**config.mk**
```make
export PLATFORM = sky130hd
export DESIGN_NAME = tcc_top
export DESIGN_NICKNAME = d
export VERILOG_FILES = /design/src/design/tcc_top.v /design/src/design/tcc_capture.v /design/src/design/tcc_output.v
export VERILOG_INCLUDE_DIRS = /design/src /design/src/design
export SDC_FILE = /design/constraint.sdc
export NUM_CORES = 1
export LEC_CHECK = 0
export BUFFER_PORTS_ARGS = -buffer_cell sky130_fd_sc_hd__buf_2
export CAP_MARGIN = 10
export CORE_MARGIN = 2
export CORE_UTILIZATION = 48
export CTS_BUF_LIST = sky130_fd_sc_hd__clkbuf_4 sky130_fd_sc_hd__clkbuf_8
export DETAILED_ROUTE_END_ITERATION = 8
export PLACE_DENSITY_LB_ADDON = 0.12
export REMOVE_ABC_BUFFERS = 1
export SETUP_SLACK_MARGIN = 0.2
export SLEW_MARGIN = 10
export SYNTH_ARGS = -nofsm -noshare
export SYNTH_HDL_FRONTEND = slang
export SYNTH_SLANG_ARGS = --single-unit
```
**constraint.sdc**
```tcl
create_clock -name clock -period 5 [get_ports clock]
set_clock_uncertainty 0.15 [all_clocks]
set_input_delay 0.5 -clock clock [delete_from_list [all_inputs] [get_ports clock]]
set_output_delay 0.5 -clock clock [all_outputs]
set_load 0.02 [all_outputs]
```
**src/design/tcc_regs.vh**
```
`ifndef TCC_REGS_VH
`define TCC_REGS_VH
// ----------------------------------------------------------------------
// Register offsets (byte addresses on the 8-bit register port)
// ----------------------------------------------------------------------
`define TCC_ADDR_CH0_VAL_LOW   8'hDA
`define TCC_ADDR_CH0_VAL_HIGH  8'hDB
`define TCC_ADDR_CH1_VAL_LOW   8'hDC
`define TCC_ADDR_CH1_VAL_HIGH  8'hDD
`define TCC_ADDR_CH0_CTRL      8'hE5
`define TCC_ADDR_CH1_CTRL      8'hE6
`define TCC_ADDR_RADIO_MASK    8'hE8
`define TCC_ADDR_STATUS        8'hE9
// ----------------------------------------------------------------------
// Control field positions
// ----------------------------------------------------------------------
`define TCC_SRC_BIT            7
`define TCC_IRQ_MASK_BIT       6
`define TCC_ACT_HI             5
`define TCC_ACT_LO             3
`define TCC_MODE_BIT           2
`define TCC_EDGE_HI            1
`define TCC_EDGE_LO            0
// ----------------------------------------------------------------------
// Reset values
// ----------------------------------------------------------------------
`define TCC_CTRL_RESET         8'h40
`define TCC_VAL_RESET          8'h00
`define TCC_RMASK_RESET        8'h00
// ----------------------------------------------------------------------
// Compare action codes
// ----------------------------------------------------------------------
`define TCC_ACT_SET            3'h0
`define TCC_ACT_CLR            3'h1
`define TCC_ACT_TOG            3'h2
`define TCC_ACT_SETUP          3'h3
`define TCC_ACT_CLRUP          3'h4
`define TCC_ACT_SET_CH0CLR     3'h5
`define TCC_ACT_CLR_CH0SET     3'h6
`define TCC_ACT_MOD            3'h7
// ----------------------------------------------------------------------
// Capture edge codes
// ----------------------------------------------------------------------
`define TCC_EDGE_NONE          2'h0
`define TCC_EDGE_RISE          2'h1
`define TCC_EDGE_FALL          2'h2
`define TCC_EDGE_BOTH          2'h3
// ----------------------------------------------------------------------
// Modulator rate dividers in timer ticks
// ----------------------------------------------------------------------
`define TCC_MOD_DIV_SLOW       3'h7
`define TCC_MOD_DIV_FAST       3'h3
`endif

```
**src/design/tcc_top.v**
```verilog
`timescale 1ns/1ps
`default_nettype none
`include "tcc_regs.vh"
// Function
// - Capture source: pin or masked radio events
// - Interrupt mask resets to 1, gates request
// - Mode bit selects capture or compare, reset 0
// - Edge field selects none, rise, fall, both
// - Actions set, clear, toggle on match
// - Set on up match, clear at zero (on down match in up/down mode)
// - Clear on up match, set at zero (on down match in up/down mode)
// - Channel 1: set own, clear ch0 match
// - Channel 1: clear own, set ch0 match
// - Action 111 on ch1 is modulator, speed bit
// - Edge field configures interpolator and shaping
// - Channel 0 value is modulator rate
// - Channel 1 value pair is sample data
// - Value bytes readable, writable, reset zero
// - Up/down match direction follows counter direction
module tcc_top (
  // Clock and reset
  input  wire        clock,
  input  wire        resetn,
  // Register port
  input  wire [7:0]  reg_addr,
  input  wire [7:0]  reg_wdata,
  input  wire        reg_write,
  input  wire        reg_read,
  output reg  [7:0]  reg_rdata_r,
  // Timer counter
  input  wire [15:0] timer_count,
  input  wire        timer_tick,
  input  wire        timer_down,
  input  wire        timer_updown,
  // Capture sources
  input  wire [1:0]  capture_pin,
  input  wire [7:0]  radio_event,
  // Outputs to pins and interrupt logic
  output reg  [1:0]  chan_out_r,
  output reg  [1:0]  chan_irq_r,
  // Modulator
  output reg         mod_sample_strobe_r,
  output reg  [15:0] mod_sample_r,
  output reg  [15:0] mod_rate_r,
  output reg         mod_interp_en_r,
  output reg         mod_shaping_en_r,
  output reg         mod_active_r
);
  // ----------------------------------------------------------------------
  // Declarations
  // ----------------------------------------------------------------------
  reg  [1:0]  rst_sync_r;       // Reset release synchroniser
  wire        rst_n;            // Synchronised reset used everywhere
  reg  [7:0]  ctrl_r [0:1];     // Per channel control
  reg  [7:0]  val_lo_r [0:1];   // Value low bytes
  reg  [7:0]  val_hi_r [0:1];   // Value high bytes
  reg  [7:0]  radio_mask_r;     // Radio event mask
  reg         lo_pending_r;     // Low sample byte written, high not yet
  reg  [2:0]  mod_div_r;        // Modulator rate divider
  wire [15:0] val0;             // Channel 0 full value
  wire        mod_mode;         // Channel 1 in modulator mode
  wire        radio_hit;        // Any enabled radio event
  wire [1:0]  cap_evt;          // Capture event per channel
  wire [1:0]  match;            // Counter equals value per channel
  wire [1:0]  out_nxt;          // Output from action logic
  wire        at_zero;          // Counter at zero on a tick
  reg  [7:0]  rdata_nxt;        // Read mux result

  // ----------------------------------------------------------------------
  // Reset synchroniser
  // ----------------------------------------------------------------------
  always @(posedge clock or negedge resetn) begin
    if (!resetn) begin
      rst_sync_r <= 2'h0;
    end else begin
      rst_sync_r <= {rst_sync_r[0], 1'b1};
    end
  end
  assign rst_n = rst_sync_r[1];

  // ----------------------------------------------------------------------
  // Shared decode
  // ----------------------------------------------------------------------
  assign val0     = {val_hi_r[0], val_lo_r[0]};
  assign mod_mode = (ctrl_r[1][`TCC_ACT_HI:`TCC_ACT_LO] == `TCC_ACT_MOD);
  assign radio_hit = |(radio_event & radio_mask_r);
  assign at_zero  = timer_tick & (timer_count == 16'h0000);

  // ----------------------------------------------------------------------
  // Per channel capture and compare
  // ----------------------------------------------------------------------
  genvar gi;
  generate
    for (gi = 0; gi < 2; gi = gi + 1) begin : g_chan
      // Capture only in capture mode; modulator owns channel 1 fields
      tcc_capture u_cap (
        .clock     (clock),
        .rst_n     (rst_n),
        .src_sel   (ctrl_r[gi][`TCC_SRC_BIT]),
        .edge_sel  (ctrl_r[gi][`TCC_EDGE_HI:`TCC_EDGE_LO]),
        .enable    (~ctrl_r[gi][`TCC_MODE_BIT] & ~(gi == 1 && mod_mode)),
        .pin_in    (capture_pin[gi]),
        .radio_hit (radio_hit),
        .capture   (cap_evt[gi])
      );

      assign match[gi] = timer_tick & (timer_count == {val_hi_r[gi], val_lo_r[gi]});

      // Compare logic acts only with the mode bit set
      tcc_output u_out (
        .clock         (clock),
        .rst_n         (rst_n),
        .enable        (ctrl_r[gi][`TCC_MODE_BIT]),
        .action        (ctrl_r[gi][`TCC_ACT_HI:`TCC_ACT_LO]),
        .allow_ch0     (gi == 1),
        .own_match     (match[gi]),
        .ch0_match     (match[0]),
        .at_zero       (at_zero),
        .counting_down (timer_down),
        .updown        (timer_updown),
        .out_r         (out_nxt[gi])
      );
    end
  endgenerate

  // ----------------------------------------------------------------------
  // Register writes and captures
  // ----------------------------------------------------------------------
  // A capture in the same cycle as a software value write wins, so the
  // captured count is never lost to a racing write.
  integer i;
  always @(posedge clock or negedge rst_n) begin
    if (!rst_n) begin
      for (i = 0; i < 2; i = i + 1) begin
        ctrl_r[i]   <= `TCC_CTRL_RESET;
        val_lo_r[i] <= `TCC_VAL_RESET;
        val_hi_r[i] <= `TCC_VAL_RESET;
      end
      radio_mask_r <= `TCC_RMASK_RESET;
    end else begin
      if (reg_write) begin
        case (reg_addr)
          `TCC_ADDR_CH0_VAL_LOW:  val_lo_r[0]  <= reg_wdata;
          `TCC_ADDR_CH0_VAL_HIGH: val_hi_r[0]  <= reg_wdata;
          `TCC_ADDR_CH1_VAL_LOW:  val_lo_r[1]  <= reg_wdata;
          `TCC_ADDR_CH1_VAL_HIGH: val_hi_r[1]  <= reg_wdata;
          `TCC_ADDR_CH0_CTRL:     ctrl_r[0]    <= reg_wdata;
          `TCC_ADDR_CH1_CTRL:     ctrl_r[1]    <= reg_wdata;
          `TCC_ADDR_RADIO_MASK:   radio_mask_r <= reg_wdata;
          default: ;                                           // Unmapped: ignored
        endcase
      end
      for (i = 0; i < 2; i = i + 1) begin
        if (cap_evt[i]) begin
          val_lo_r[i] <= timer_count[7:0];
          val_hi_r[i] <= timer_count[15:8];
        end
      end
    end
  end

  // ----------------------------------------------------------------------
  // Read port: data one cycle after the strobe, zero otherwise
  // ----------------------------------------------------------------------
  always @* begin
    case (reg_addr)
      `TCC_ADDR_CH0_VAL_LOW:  rdata_nxt = val_lo_r[0];
      `TCC_ADDR_CH0_VAL_HIGH: rdata_nxt = val_hi_r[0];
      `TCC_ADDR_CH1_VAL_LOW:  rdata_nxt = val_lo_r[1];
      `TCC_ADDR_CH1_VAL_HIGH: rdata_nxt = val_hi_r[1];
      `TCC_ADDR_CH0_CTRL:     rdata_nxt = ctrl_r[0];
      `TCC_ADDR_CH1_CTRL:     rdata_nxt = ctrl_r[1];
      `TCC_ADDR_RADIO_MASK:   rdata_nxt = radio_mask_r;
      `TCC_ADDR_STATUS:       rdata_nxt = {3'h0, mod_active_r, chan_irq_r, chan_out_r};
      default:                rdata_nxt = 8'h00;   // Unmapped reads as zero
    endcase
  end

  always @(posedge clock or negedge rst_n) begin
    if (!rst_n) begin
      reg_rdata_r <= 8'h00;
    end else begin
      reg_rdata_r <= reg_read ? rdata_nxt : 8'h00;
    end
  end

  // ----------------------------------------------------------------------
  // Interrupt requests and pin outputs
  // ----------------------------------------------------------------------
  // One-cycle request per channel event, gated by the channel mask.
  always @(posedge clock or negedge rst_n) begin
    if (!rst_n) begin
      chan_irq_r <= 2'h0;
      chan_out_r <= 2'h0;
    end else begin
      chan_out_r    <= out_nxt;
      chan_irq_r[0] <= ctrl_r[0][`TCC_IRQ_MASK_BIT] & (cap_evt[0] |
                       (ctrl_r[0][`TCC_MODE_BIT] & match[0]));
      chan_irq_r[1] <= ctrl_r[1][`TCC_IRQ_MASK_BIT] & (cap_evt[1] |
                       (ctrl_r[1][`TCC_MODE_BIT] & match[1] & ~mod_mode));
    end
  end

  // ----------------------------------------------------------------------
  // Modulator sample path
  // ----------------------------------------------------------------------
  // The sample is taken only once the high byte follows the low byte, so
  // a half-written sample never reaches the modulator. The two lowest bits
  // are forced to zero, leaving 14 effective bits.
  always @(posedge clock or negedge rst_n) begin
    if (!rst_n) begin
      lo_pending_r        <= 1'b0;
      mod_sample_r        <= 16'h0000;
      mod_sample_strobe_r <= 1'b0;
    end else begin
      mod_sample_strobe_r <= 1'b0;
      if (reg_write && reg_addr == `TCC_ADDR_CH1_VAL_LOW) begin
        lo_pending_r <= 1'b1;
      end else if (reg_write && reg_addr == `TCC_ADDR_CH1_VAL_HIGH) begin
        lo_pending_r <= 1'b0;
        if (mod_mode && lo_pending_r) begin
          mod_sample_r        <= {reg_wdata, val_lo_r[1][7:2], 2'h0};
          mod_sample_strobe_r <= 1'b1;
        end
      end
    end
  end

  // Rate, configuration and sample clock of the modulator. The sample
  // clock is the tick divided by 8 or 4 as the speed bit asks.
  always @(posedge clock or negedge rst_n) begin
    if (!rst_n) begin
      mod_rate_r       <= 16'h0000;
      mod_interp_en_r  <= 1'b0;
      mod_shaping_en_r <= 1'b0;
      mod_active_r     <= 1'b0;
      mod_div_r        <= 3'h0;
    end else begin
      mod_rate_r       <= val0;
      mod_interp_en_r  <= mod_mode & ~ctrl_r[1][1];
      mod_shaping_en_r <= mod_mode & ~ctrl_r[1][0];
      if (!mod_mode) begin
        mod_active_r <= 1'b0;
        mod_div_r    <= 3'h0;
      end else if (timer_tick) begin
        // Active marks each modulator step at the chosen speed
        if (mod_div_r >= (ctrl_r[1][`TCC_MODE_BIT] ? `TCC_MOD_DIV_FAST
                                                   : `TCC_MOD_DIV_SLOW)) begin
          mod_div_r    <= 3'h0;
          mod_active_r <= 1'b1;
        end else begin
          mod_div_r    <= mod_div_r + 3'h1;
          mod_active_r <= 1'b0;
        end
      end else begin
        mod_active_r <= 1'b0;
      end
    end
  end

endmodule // tcc_top
`default_nettype wire

```
**src/design/tcc_capture.v**
```verilog
`timescale 1ns/1ps
`default_nettype none
`include "tcc_regs.vh"
// ----------------------------------------------------------------------
// Capture trigger detector for one channel
// ----------------------------------------------------------------------
module tcc_capture (
  // Clock and reset
  input  wire       clock,
  input  wire       rst_n,
  // Configuration
  input  wire       src_sel,
  input  wire [1:0] edge_sel,
  input  wire       enable,
  // Sources
  input  wire       pin_in,
  input  wire       radio_hit,
  // Result
  output wire       capture
);
  reg  pin_prev_r;   // Previous pin sample for edge detection
  wire rise;         // Rising edge seen on the pin
  wire fall;         // Falling edge seen on the pin
  reg  pin_trig;     // Pin trigger after edge selection

  // ----------------------------------------------------------------------
  // Edge history
  // ----------------------------------------------------------------------
  always @(posedge clock or negedge rst_n) begin
    if (!rst_n) begin
      pin_prev_r <= 1'b0;
    end else begin
      pin_prev_r <= pin_in;
    end
  end

  assign rise = pin_in & ~pin_prev_r;
  assign fall = ~pin_in & pin_prev_r;

  // Edge selection; code none blocks every pin trigger
  always @* begin
    case (edge_sel)
      `TCC_EDGE_RISE: pin_trig = rise;
      `TCC_EDGE_FALL: pin_trig = fall;
      `TCC_EDGE_BOTH: pin_trig = rise | fall;
      default:        pin_trig = 1'b0;
    endcase
  end

  // Radio events bypass the pin edge logic when selected
  assign capture = enable & (src_sel ? radio_hit : pin_trig);
endmodule // tcc_capture
`default_nettype wire

```
**src/design/tcc_output.v**
```verilog
`timescale 1ns/1ps
`default_nettype none
`include "tcc_regs.vh"
// ----------------------------------------------------------------------
// Compare output action for one channel
// ----------------------------------------------------------------------
module tcc_output (
  // Clock and reset
  input  wire       clock,
  input  wire       rst_n,
  // Configuration
  input  wire       enable,
  input  wire [2:0] action,
  input  wire       allow_ch0,
  // Counter events
  input  wire       own_match,
  input  wire       ch0_match,
  input  wire       at_zero,
  input  wire       counting_down,
  input  wire       updown,
  // Result
  output reg        out_r
);
  reg out_nxt;  // Next output level

  // ----------------------------------------------------------------------
  // Action decode
  // ----------------------------------------------------------------------
  always @* begin
    out_nxt = out_r;
    if (enable) begin
      case (action)
        `TCC_ACT_SET: if (own_match) out_nxt = 1'b1;
        `TCC_ACT_CLR: if (own_match) out_nxt = 1'b0;
        `TCC_ACT_TOG: if (own_match) out_nxt = ~out_r;
        `TCC_ACT_SETUP: begin
          // Up/down mode swaps the zero event for the down match
          if (own_match && !counting_down) out_nxt = 1'b1;
          else if (updown ? (own_match && counting_down) : at_zero)
            out_nxt = 1'b0;
        end
        `TCC_ACT_CLRUP: begin
          if (own_match && !counting_down) out_nxt = 1'b0;
          else if (updown ? (own_match && counting_down) : at_zero)
            out_nxt = 1'b1;
        end
        `TCC_ACT_SET_CH0CLR: if (allow_ch0) begin
          if (own_match) out_nxt = 1'b1;
          else if (ch0_match) out_nxt = 1'b0;
        end
        `TCC_ACT_CLR_CH0SET: if (allow_ch0) begin
          if (own_match) out_nxt = 1'b0;
          else if (ch0_match) out_nxt = 1'b1;
        end
        // Reserved on channel 0, modulator on channel 1: hold
        default: out_nxt = out_r;
      endcase
    end
  end

  always @(posedge clock or negedge rst_n) begin
    if (!rst_n) begin
      out_r <= 1'b0;
    end else begin
      out_r <= out_nxt;
    end
  end
endmodule // tcc_output
`default_nettype wire

```
## After elaboration in Yosys (flattened, before gate mapping)

Index checks and enable logic that the tools add are counted.

- Logic and storage cells: 178
- Register bits: 112

- Muxes and demuxes: 48
- Bitwise operators: 34
- Reduce and logical (&&, ||, !) cells: 31
- Order comparisons: 1
- Add/sub/neg operators: 1
- Eq/ne operators: 40

Operators by type and width:

| operator | count |
|---|---|
| 2-to-1 mux 8 bit | 9 |
| == test 8 bit (second input constant) | 8 |
| one-hot mux 8 bit (8 select lines) | 1 |
| == test 16 bit | 2 |
| 2-to-1 mux 16 bit | 2 |
| 2-to-1 mux 1 bit | 28 |
| bitwise AND 1 bit | 17 |
| logical NOT 16 bit | 1 |
| == test 3 bit (second input constant) | 5 |
| AND reduction 2 bit | 7 |
| nonzero test 2 bit | 7 |
| == test 3 x 2 -> 1 bit (second input constant) | 4 |
| 2-to-1 mux 3 bit | 4 |
| != test 2 x 1 -> 1 bit (second input constant) | 6 |
| != test 3 x 1 -> 1 bit (second input constant) | 4 |
| NOT 1 bit | 12 |
| AND reduction 9 bit | 1 |
| bitwise AND 8 bit | 1 |
| == test 2 bit (second input constant) | 4 |
| OR reduction 8 bit | 1 |
| logical AND 1 bit | 7 |
| one-hot mux 1 bit (7 select lines) | 1 |
| AND reduction 7 bit | 1 |
| nonzero test 7 bit | 1 |
| 13 further kinds | 21 |

## Longest topological paths before layout

Gate-level depths: netlist (run 1).

- Word-level depth: 8
- Gate-level depth with buffers: 9

## By module

A second synthesis (run 1) with hierarchy kept.

- Cells, all modules: 554
- Area, all modules: 5969.5 um^2

By module, submodules not included:

| module | area an instance (um^2) | cells each | times used | sequential area each (um^2) |
|---|---|---|---|---|
| tcc_top | 5451.5 | 488 | 1 | 2705.1 |
| tcc_output | 161.4 | 21 | 2 | 25.0 |
| tcc_capture | 97.6 | 12 | 2 | 25.0 |

## Least setup slack after synthesis (run 1)

Ideal clock, no wire load.

- Path kind: input -> register
- Start: input port reg_addr[5]
- End: register mod_sample_r[10]
- Buffers on the path: 1
- Data arrival time: 2.156 ns
- Data required time: 4.725 ns
- Cell stages on the path: 7
- Slack: 2.569 ns
- Path through: and4b_1 nand3_2 nor3b_4 nand2_4 nor3_4 buf_6 mux2_2

- Longest elaborated chain between the ends: 4

RTL lines:

| item | line | source |
|---|---|---|
| start: declaration | tcc_top.v:25 | `input wire [7:0] reg_addr,` |
| == test 8 bit | -- |  |
| logical AND 1 bit (no line) | -- |  |
| NOT 1 bit (no line) | -- |  |
| AND reduction 3 bit (no line) (*) | -- |  |
| end signal: assignment | tcc_top.v:222 | `mod_sample_r <= {reg_wdata, val_lo_r[1][7:2], 2'h0};` |
| end: declaration | tcc_top.v:43 | `output reg [15:0] mod_sample_r,` |

Mark *: on every way between the ends. The rest lies on a longest branch, timed or not.
A chain may end at the register's enable or synchronous reset.

## Worst setup path in the final report (run 1)

- Start: register val_lo_r[5] (netlist bit)
- End: register g_chan[1].u_out.out_r

- Longest elaborated chain between the ends: 6

RTL lines:

| item | line | source |
|---|---|---|
| start: declaration | tcc_top.v:55 | `reg [7:0] val_lo_r [0:1];` |
| start signal: indexed assignment | tcc_top.v:136 | `` val_lo_r[i] <= `TCC_VAL_RESET; `` |
| start signal: indexed assignment | tcc_top.v:155 | `val_lo_r[i] <= timer_count[7:0];` |
| == test 16 bit (*) | tcc_top.v:107 | `assign match[gi] = timer_tick & (timer_count == {val_hi_r[gi], val_lo_r[gi]});` |
| bitwise AND 1 bit (*) | tcc_top.v:107 |  |
| logical AND 1 bit | tcc_output.v:39, tcc_output.v:44 |  |
| 2-to-1 mux 1 bit | tcc_output.v:39, tcc_output.v:44 |  |
| != test 3 x 1 -> 1 bit (no line) | -- |  |
| AND reduction 9 bit (no line) | -- |  |
| end signal: assignment | tcc_output.v:65 | `out_r <= out_nxt;` |
| end: declaration | tcc_output.v:22 | `output reg out_r` |

Marked as above.

==> key figures, run 1 <==
Status
  – Status: complete, no violations

Cells and area
  – Design Area, Final: 6320 µm²
  – Share of layout cells above drive strength 1: 0.280
  – Area delta synth->final: 14.7%
  – Diode count: 0
  – Commonest non-fill, non-tap cells in the layout: dfrtp_1, buf_2, nor2_1, a21oi_1, mux2i_1
  – Nets@finish: 636
  – Most common cell after layout, fill and taps aside: dfrtp_1
  – Fillers: 1,035

Yosys
  – Post-synthesis adder-cell area fraction: 0.0136
  – Primary FF master, synth: dfrtp_1
  – Synth Area in Compound Gates: 0.116
  – Combinational family with the most area after synthesis: multiplexers
  – Register bit count reported by yosys: 112
  – Avg Inst Size Synth: 11.2 µm²
  – Cells after synthesis: 492
  – Multiplexer share of the synthesized area: 0.154
  – EDFF count, synth: 0
  – Sequential fraction of the synthesis area: 0.509
  – Synth unique cells: 60
  – Yosys warns: 0
  – Synth Area in Simple Gates: 0.132
  – Xor-xnor portion of the synthesized cell area: 0.0509
  – Async set-or-reset flop fraction in the synthesized netlist: 1.00
  – Post-Syn Area: 5510 µm²

Routing
  – DRT iter0 DRCs: 416
  – Vias per Instance: 5.91
  – Final ANT Viol Nets: 0
  – DR top layer: met4
  – WL met2: 7140 µm
  – Drt pass-1 iters: 5
  – # DRC: 0
  – Met1 Wirelength: 6790 µm
  – Wire per inst: 21.1 µm
  – WL met3: 1230 µm
  – Total number of vias: 4,310
  – Post-Route WL: 15,400 µm

Critical path
  – Required time of the critical path: 5.14 ns
  – Crit path buffers/inverters: 0
  – CP max stage cell: nor4_1
  – Startpoint types: register
  – Critical-path cell list: xnor2_1 > nand4_1 > nor4_1 > a21oi_1 > a211oi_1 > mux2_2
  – Crit Path Class: register to register
  – CP peak stage delay: 0.79 ns
  – Worst setup EP type: register
  – CP max FO: 5
  – R2r setup slk: 2.40 ns
  – Cell family with most CP delay: simple AND/OR/NAND/NOR gates
  – CP arrival: 2.73 ns

Clock network
  – CTS Buffer Depth: 2
  – Clock slew at reported path FFs: 0.11 ns
  – Setup bufs post-CTS: 0
  – CTS tree: built
  – Post-cts resize count: 0
  – CTS root buf: clkbuf_8
  – Hold_buf cts: 1
  – Clk sink count: 112
  – Worst-Skew Late Latency: 0.39 ns
  – Num CTS Buffers: 9
  – CTS HTree Levels: 3

STA
  – Hold violation count in the final report: 0
  – Peak Freq: 0.385 GHz
  – Max-slew violations: 0
  – Worst relative slew slack: 0.315
  – Final WS setup: 2.40 ns
  – Final min period: 2.60 ns
  – Final setup fails: 0
  – Setup TNS Final: 0 ns
  – Pin slew with the least headroom to its limit: 1.03 ns
  – Tcrit/Tclk final: 0.520
  – RSZ-0062 raised after global routing: false

Placed design
  – DP HPWL: 11,200 µm
  – Placer Congestion: 0.914
  – I/O Buffers: 94
  – Placed cell areas: 6080 µm²
  – Placement Setup Slack: 2.00 ns

GRT
  – Largest net degree at the start of global routing: 69
  – GRT Residual Overflow: 0
  – Vias in the first global route: 4,139
  – Initial antenna violation count: 0
  – Global-route wire length before repair: 24,000 µm
  – GRT Overall Usage: 0.257

Pwr
  – P_leak: 3.13 nW
  – Internal power: 0.00167 W
  – Comb pwr share: 0.244
  – Worst ir drop on vdd: 0.272 mV
  – Clock group share of total power: 0.234
  – Sequential Power Share: 0.521
  – Cell Pwr Density: 405 nW/µm²
  – NetSw: 0.000890 W
  – Sw Ratio: 0.348

Floorplan
  – Die area: 12,300 µm²
  – Initial Util: 0.487
  – Row cnt: 39
  – Core area: 11,300 µm²
  – Die Y: 111 µm
  – I/O pins: 97
  – Die W: 111 µm

Flow run
  – Number of max-cap violations: 0

Min path
  – HP Class: input port to register
## synth_stat cells (all sizes together) (3+ instances only)
| library cell | n | share of area |
|---|---|---|
| nand3 | 7 | 0.0073 |
| nor3b | 4 | 0.0084 |
| a211oi | 3 | 0.0041 |
| nor3 | 8 | 0.010 |
| a21boi | 3 | 0.0041 |
| a221oi | 6 | 0.0095 |
| xor2 | 19 | 0.030 |
| inv | 11 | 0.0075 |
| dfrtp | 110 | 0.50 |
| nand4 | 6 | 0.0068 |
| mux2 | 38 | 0.078 |
| mux2i | 42 | 0.076 |
| ha | 6 | 0.014 |
| nand3b | 3 | 0.0041 |
| buf | 8 | 0.0086 |
| o21ai | 6 | 0.0055 |
| nand2 | 21 | 0.016 |
| xnor2 | 13 | 0.021 |
| clkbuf | 11 | 0.0075 |
| o2bb2ai | 6 | 0.0095 |
| a21oi | 44 | 0.040 |
| nor2 | 51 | 0.035 |
| a222oi | 6 | 0.011 |
| a21o | 3 | 0.0041 |
| nand2b | 4 | 0.0045 |
| or3b | 3 | 0.0048 |
| a31oi | 4 | 0.0045 |
| nor4 | 11 | 0.014 |
| a22oi | 6 | 0.0082 |
## metal layers
metal,vias up,global-route usage
li1,1975,-
met3,16,0.0623
met5,-,0
met4,0,0.0683
met1,2122,0.366
met2,197,0.399
## worst register-to-register path: stages, from the launching register on
cell      delay [ns]
dfrtp_1         0.47
xnor2_1         0.16
nand4_1         0.10
nor4_1          0.79
a21oi_1         0.18
a211oi_1        0.27
mux2_2          0.36
## registers in the layout (all words and copies together) (netlist names), 2 cells and up
register                 count
radio_mask_r                 8
chan_irq_r                   2
g_chan.u_out.out_r           2
mod_sample_r                14
val0                        16
reg_rdata_r                  8
val_lo_r                     8
rst_sync_r                   2
chan_out_r                   2
val_hi_r                     8
g_chan.u_cap.pin_prev_r      2
mod_div_r                    3
mod_rate_r                  16
ctrl_r                      16
## layout make-up
class / count / area [µm²] / share of cell area
sequential: 112 / 2810 / 0.445
multi-input combinational: 351 / 2580 / 0.409
timing repair buffer: 96 / 488 / 0.0773
tap: 143 / 179 / 0.0283
clock buffer: 10 / 131 / 0.0208
clock inverter: 6 / 83.8 / 0.0133
inverter: 11 / 41.3 / 0.00654
## worst paths after layout
check                               startpoint                    endpoint  depth (start not counted)
worst min register to register   rst_sync_r[0]               rst_sync_r[1]                          0
worst min-delay path            capture_pin[0]  g_chan[0].u_cap.pin_prev_r                          1
min in group asynchronous               resetn               rst_sync_r[1]                          2
worst max register to register     val_lo_r[5]       g_chan[1].u_out.out_r                          6
max in group asynchronous        rst_sync_r[1]               mod_rate_r[0]                          1
worst max-delay path               val_lo_r[5]       g_chan[1].u_out.out_r                          6
## metrics by stage
stage | utilization | total power [W] | cells | hold slack (ns)
2_1_floorplan | - | 0.00170 | 474 | 0.0544
3_3_place_gp | 0.537 | 0.00195 | 712 | 0.135
5_1_grt | 0.558 | 0.00270 | 729 | 0.0852
6_report | 0.558 | 0.00256 | 729 | 0.0950
4_1_cts | 0.557 | 0.00258 | 729 | 0.0749
3_5_place_dp | 0.537 | 0.00197 | 712 | 0.136
## power by group through the flow
stage	registers [W]	logic, W	clock network, W
floorplan	0.00137	0.000335	0
global route	0.00136	0.000685	0.000655
CTS	0.00133	0.000626	0.000616
finish	0.00133	0.000625	0.000600
global placement	0.00134	0.000611	0
detailed placement	0.00135	0.000620	0
## cells by family (layout without fill, tap and decap cells)
kind of cell             after synthesis  after routing
adder cells (fa/ha/maj)                6              6
AND/OR/NAND/NOR                      133            133
AO/OA/AOI/OAI                         97             97
flip-flops                           112            112
multiplexers                          80             80
XOR/XNOR                              32             32
buffers and inverters                 30            123
other                                  2              3
(Power assumes the default switching activity.)
==> run 2: changes to the inputs <==
==> constraint.sdc (replaced) <==
create_clock -name clock -period 2.7 [get_ports clock]
set_clock_uncertainty 0.15 [all_clocks]
set_input_delay 0.27 -clock clock [delete_from_list [all_inputs] [get_ports clock]]
set_output_delay 0.27 -clock clock [all_outputs]
set_load 0.02 [all_outputs]
==> run 2 against run 1 <==
  * Utilization rose by 1.3 points
  * Wire length rose by 5.3%
  * Count of clock-buffer cells in the layout rose by 4
  * Global-route usage rose by 1.1 points
  * First-iteration DRC count fell by 25%
  * Die area did not move
  * Power rose by 85%
  * Final cell count rose by 2.1%
  * Sequential cell count did not move
  * Critical endpoint is now g_chan[0].u_out.out_r
==> key figures, run 2 (synthesis gave the netlist of run 1 again) <==
Floorplan
  – Row cnt: 39
  – Die W: 111 µm
  – Die area: 12,300 µm²
  – I/O pins: 97
  – Die Y: 111 µm
  – Core area: 11,300 µm²
  – Initial Util: 0.487

Clock network
  – Post-cts resize count: 0
  – Clock slew at reported path FFs: 0.10 ns
  – CTS tree: built
  – Setup bufs post-CTS: 0
  – Num CTS Buffers: 9
  – CTS HTree Levels: 3
  – Clk sink count: 112
  – CTS Buffer Depth: 2
  – CTS root buf: clkbuf_8
  – Worst-Skew Late Latency: 0.39 ns

STA
  – Final setup fails: 0
  – Worst relative slew slack: 0.461
  – Max-slew violations: 0
  – Final min period: 2.33 ns
  – Peak Freq: 0.429 GHz
  – Hold_ws: 0.0432 ns
  – RSZ-0062 raised after global routing: false
  – Pin slew with the least headroom to its limit: 0.807 ns
  – Final WS setup: 0.367 ns
  – Hold violation count in the final report: 0
  – Tcrit/Tclk final: 0.864

GRT
  – Met2 Usage GRT: 0.420
  – GRT Overall Usage: 0.268
  – GR Util met1: 0.384
  – M3 GR Usage: 0.0437
  – Vias in the first global route: 4,321
  – Largest net degree at the start of global routing: 51
  – GRT Residual Overflow: 0
  – Busiest grt layer: met2
  – Initial antenna violation count: 0
  – Global-route wire length before repair: 25,100 µm

Routing
  – Vias per Instance: 5.88
  – # DRC: 0
  – Final ANT Viol Nets: 0
  – DRT iter0 DRCs: 312
  – Post-Route WL: 16,200 µm
  – Wire per inst: 21.7 µm
  – Drt pass-1 iters: 5
  – Total number of vias: 4,371

Placed design
  – Placer Congestion: 0.959
  – Placed cell areas: 6220 µm²
  – DP HPWL: 11,900 µm
  – I/O Buffers: 94
  – Placement Setup Slack: 0.333 ns

Status
  – Status: complete, no violations

Cells and area
  – Design Area, Final: 6460 µm²
  – Area delta synth->final: 17.3%
  – Fillers: 1,033
  – Commonest non-fill, non-tap cells in the layout: dfrtp_1, buf_2, nor2_1, a21oi_1, mux2i_1
  – Nets@finish: 651
  – Most common cell after layout, fill and taps aside: dfrtp_1
  – Share of layout cells above drive strength 1: 0.295
  – Diode count: 0

Critical path
  – CP max FO: 4
  – Crit path buffers/inverters: 0
  – Startpoint types: register
  – Cell family with most CP delay: simple AND/OR/NAND/NOR gates
  – CP arrival: 2.50 ns
  – CP max stage cell: or3b_2
  – Worst setup EP type: register
  – Critical-path cell list: xor2_1 > nor4_1 > nand3_1 > o41ai_1 > or3b_2 > mux2i_1
  – Required time of the critical path: 2.87 ns
  – CP peak stage delay: 0.47 ns
  – Crit Path Class: register to register

Min path
  – HP Class: input port to asynchronous set/reset pin

Pwr
  – P_leak: 3.21 nW
  – Cell Pwr Density: 733 nW/µm²
  – Worst ir drop on vdd: 0.407 mV

Flow run
  – Number of max-cap violations: 0
run 2: changes by cell type in the layout (fill, tap and decap cells not counted):
cell	delta
clkinv_2	-3
buf_12	+3
clkbuf_4	+3
clkbuf_8	+1
bufinv_16	-1
dlygate4sd3_1	+2
buf_4	+10
run 2: metal layers:
metal	wire, µm	part of all wire
met3	1190	0.074
met5	0	0
met4	325	0.020
met2	7490	0.46
met1	7160	0.44
run 2: path summary, 6_finish.rpt:
check,to,cells after the start,slack [ns],startpoint
max in group asynchronous,mod_rate_r[13],1,1.55,rst_sync_r[1]
hold / removal,rst_sync_r[1],2,0.04,resetn
min in group clock,val0[13],3,0.06,timer_count[13]
setup / recovery,g_chan[0].u_out.out_r,6,0.37,val0[12]
hold reg to reg,rst_sync_r[1],0,0.21,rst_sync_r[0]
setup reg to reg,g_chan[0].u_out.out_r,6,0.37,val0[12]
run 2: power breakdown:
part           switching, W  internal, W  total, W
Clock              0.000573     0.000502   0.00107
Sequential         0.000411      0.00206   0.00247
Combinational      0.000676     0.000518   0.00119
run 2: area by class of cell:
type	count	area, µm²	area share
clock buffer	14	168	0.0259
sequential	112	2810	0.435
tap	143	179	0.0277
inverter	11	41.3	0.00639
timing repair buffer	111	643	0.0995
clock inverter	2	38.8	0.00600
multi-input combinational	351	2580	0.400
run 2: timing repair:
action,CTS,global route
hold buffers,3,0
endpoints found under the setup margin,0,0
hold endpoints to repair,4,0
run 2: metrics by stage:
step           instances  power [W]  utilization  TNS [ns]
2_1_floorplan        474    0.00315            -    -86.14
3_3_place_gp         725    0.00366        0.549         0
3_5_place_dp         725    0.00368        0.549         0
4_1_cts              744    0.00474        0.570         0
5_1_grt              744    0.00497        0.571         0
6_report             744    0.00474        0.571         0
==> run 3: changes to the inputs <==
--- a/config.mk
+++ b/config.mk
@@ -6,6 +6,7 @@
 export SDC_FILE = /design/constraint.sdc
 export NUM_CORES = 1
 export LEC_CHECK = 0
+export ABC_AREA = 1
 export BUFFER_PORTS_ARGS = -buffer_cell sky130_fd_sc_hd__buf_2
 export CAP_MARGIN = 10
 export CORE_MARGIN = 2
==> run 3 against run 2 <==
  * Clock power about the same
  * Wire length increased by 25%
  * Largest power group unchanged
  * Synthesized cell count increased by 59%
  * Count of clock-buffer cells in the layout decreased by 4
  * Critical path type is now input port to register
  * Maximum frequency increased by 1.0%
  * Die area increased by 7.7%
  * Final cell count increased by 43%
  * Design area increased by 7.3%
  * Combinational power increased by 13%
  * Critical path depth increased by 6
  * Register-to-register slack improved by 0.18 ns
  * Utilization increased by 0.43 points
==> key figures, run 3 <==
Status
  – Status: complete, no violations

GRT
  – GRT Residual Overflow: 0
  – Initial antenna violation count: 0
  – GRT Overall Usage: 0.320
  – Largest net degree at the start of global routing: 49
  – Global-route wire length before repair: 31,100 µm
  – Vias in the first global route: 5,550

Critical path
  – Most frequent CP cell: nor2_1
  – Cell family with most CP delay: buffers and inverters
  – CP arrival: 2.44 ns
  – Critical-path cell list: dlygate4sd3_1 > buf_2 > inv_1 > ha_1 > o21ai_0 > a211oi_1 > nor2_1 > nand2_2 > inv_6 > nor2_1 > nand2_1 > nand3_1
  – CP max stage cell: dlygate4sd3_1
  – Startpoint types: input port
  – Worst setup EP type: register
  – Crit Path Class: input port to register
  – Crit path buffers/inverters: 4
  – CP max FO: 25
  – CP peak stage delay: 0.52 ns
  – Required time of the critical path: 2.83 ns

Yosys
  – Avg Inst Size Synth: 7.62 µm²
  – Top cells by count, synth: nand2_1, dfrtp_1, inv_1
  – Post-Syn Area: 5950 µm²
  – Most frequent cell after synthesis: nand2_1
  – Synth unique cells: 37
  – Cells after synthesis: 780
  – Register bit count reported by yosys: 112
  – Synth top area share: 0.463
  – Synth top area cells: dfrtp_1, nand2_1, nand3_1, inv_1, nor2_1
  – Cell taking the most area after synthesis: dfrtp_1
  – Async set-or-reset flop fraction in the synthesized netlist: 1.00
  – EDFF count, synth: 0
  – Primary FF master, synth: dfrtp_1
  – Yosys warns: 0
  – Sequential fraction of the synthesis area: 0.472

Cells and area
  – Nets@finish: 945
  – Final core utilization: 0.575
  – Most common cell after layout, fill and taps aside: nand2_1
  – Diode count: 0
  – Fillers: 1,139
  – Commonest non-fill, non-tap cells in the layout: nand2_1, dfrtp_1, inv_1, buf_2, nor2_1
  – Design Area, Final: 6940 µm²
  – Share of layout cells above drive strength 1: 0.183
  – Finished Layout Cells: 1,063
  – Area delta synth->final: 16.7%

Placed design
  – Placer Congestion: 0.974
  – Inst Count DP: 1,036
  – I/O Buffers: 94
  – DP HPWL: 15,500 µm
  – Placement Setup Slack: 0.385 ns
  – Placed cell areas: 6610 µm²

Routing
  – Final ANT Viol Nets: 0
  – Wire per inst: 19.0 µm
  – Total number of vias: 5,738
  – Post-Route WL: 20,200 µm
  – # DRC: 0
  – Vias per Instance: 5.40
  – DRT iter0 DRCs: 499
  – Drt pass-1 iters: 5

Clock network
  – Worst-Skew Late Latency: 0.40 ns
  – CTS root buf: clkbuf_8
  – Clock slew at reported path FFs: 0.10 ns
  – CTS tree: built
  – Num CTS Buffers: 9
  – CTS Buffer Depth: 2
  – CTS HTree Levels: 3
  – Clk sink count: 112

Min path
  – HP Class: input port to register

STA
  – Hold violation count in the final report: 0
  – Hold_ws: 0.0118 ns
  – Final min period: 2.31 ns
  – Final setup fails: 0
  – Final WS setup: 0.391 ns
  – Tcrit/Tclk final: 0.855
  – Worst relative slew slack: 0.514
  – Max-slew violations: 0
  – Peak Freq: 0.433 GHz
  – RSZ-0062 raised after global routing: false
  – Pin slew with the least headroom to its limit: 0.729 ns

Pwr
  – Worst ir drop on vdd: 0.478 mV
  – P_leak: 3.67 nW
  – Cell Pwr Density: 689 nW/µm²

Floorplan
  – Die Y: 115 µm
  – Row cnt: 40
  – Die W: 115 µm
  – Initial Util: 0.493
  – Core area: 12,100 µm²
  – I/O pins: 97
  – Die area: 13,300 µm²

Flow run
  – Number of max-cap violations: 0
## run 3: changes by cell type after synthesis, sizes merged, moves of 13 or more
cell,delta
nand2,+216
inv,+93
nand3,+77
o21ai,+52
mux2i,-42
nor2,+39
mux2,-38
a21oi,-29
xor2,-15
o22ai,+13
## run 3: worst paths after layout
path                                 start               end  slack [ns]  cells after the start
max reg2reg                radio_mask_r[1]           val0[0]        0.55                      9
min                         timer_count[6]           val0[6]        0.01                      3
max in group asynchronous    rst_sync_r[1]    mod_rate_r[11]        1.47                      1
min in group asynchronous           resetn     rst_sync_r[1]        0.02                      2
min reg2reg                  rst_sync_r[1]  mod_sample_r[14]        0.17                      0
max                         capture_pin[0]           val0[5]        0.39                     12
## run 3: repair_timing
item / CTS / global route
buffers inserted: 0 / 0
endpoints found under the hold margin: 12 / 0
resized for setup: 0 / 3
endpoints found under the setup margin: 0 / 17
hold buffers: 11 / 0
## run 3: cell families (layout without fill, tap and decap cells)
logic type,Yosys count,in the layout,share of synthesized area
other,2,3,0.00126
adders and majority gates,6,6,0.0126
xor gates and xnor gates,5,5,0.00736
DFF,112,112,0.472
buffers and inverters,119,233,0.0817
AOI/OAI and AO/OA,106,106,0.112
and+or+nand+nor,430,430,0.313
## run 3: worst min-delay path, stage by stage
cell and delay (ns):
buf_2 0.13, nand2_1 0.06, nand3_1 0.07
## run 3: area by class of cell
type                    instances  area, µm²  share of cell area
clock buffers                  10        131              0.0189
repair buffers                113        653              0.0942
multi-input cells             550       2660               0.383
inverters                     104        398              0.0574
clock inverters                 6       76.3              0.0110
flip-flops and latches        112       2810               0.405
well taps                     168        210              0.0303
## run 3: power by group
part / total [W] / switching [W] / internal (W)
logic: 0.00135 / 0.000886 / 0.000464
clock network: 0.00108 / 0.000626 / 0.000456
registers: 0.00235 / 0.000308 / 0.00204
## run 3: per-stage QoR
step	setup TNS (ns)	total power [W]
after floorplan	-86.14	0.00316
after global placement	0	0.00368
after detailed placement	0	0.00370
after CTS	0	0.00480
after global routing	0	0.00507
final	0	0.00478
## run 3: routing by layer
metal	vias up	global-route usage	share of wire
met1	2749	0.429	0.43
met2	215	0.507	0.46
li1	2725	-	-
met3	49	0.0432	0.060
met5	-	0	0
met4	0	0.167	0.047
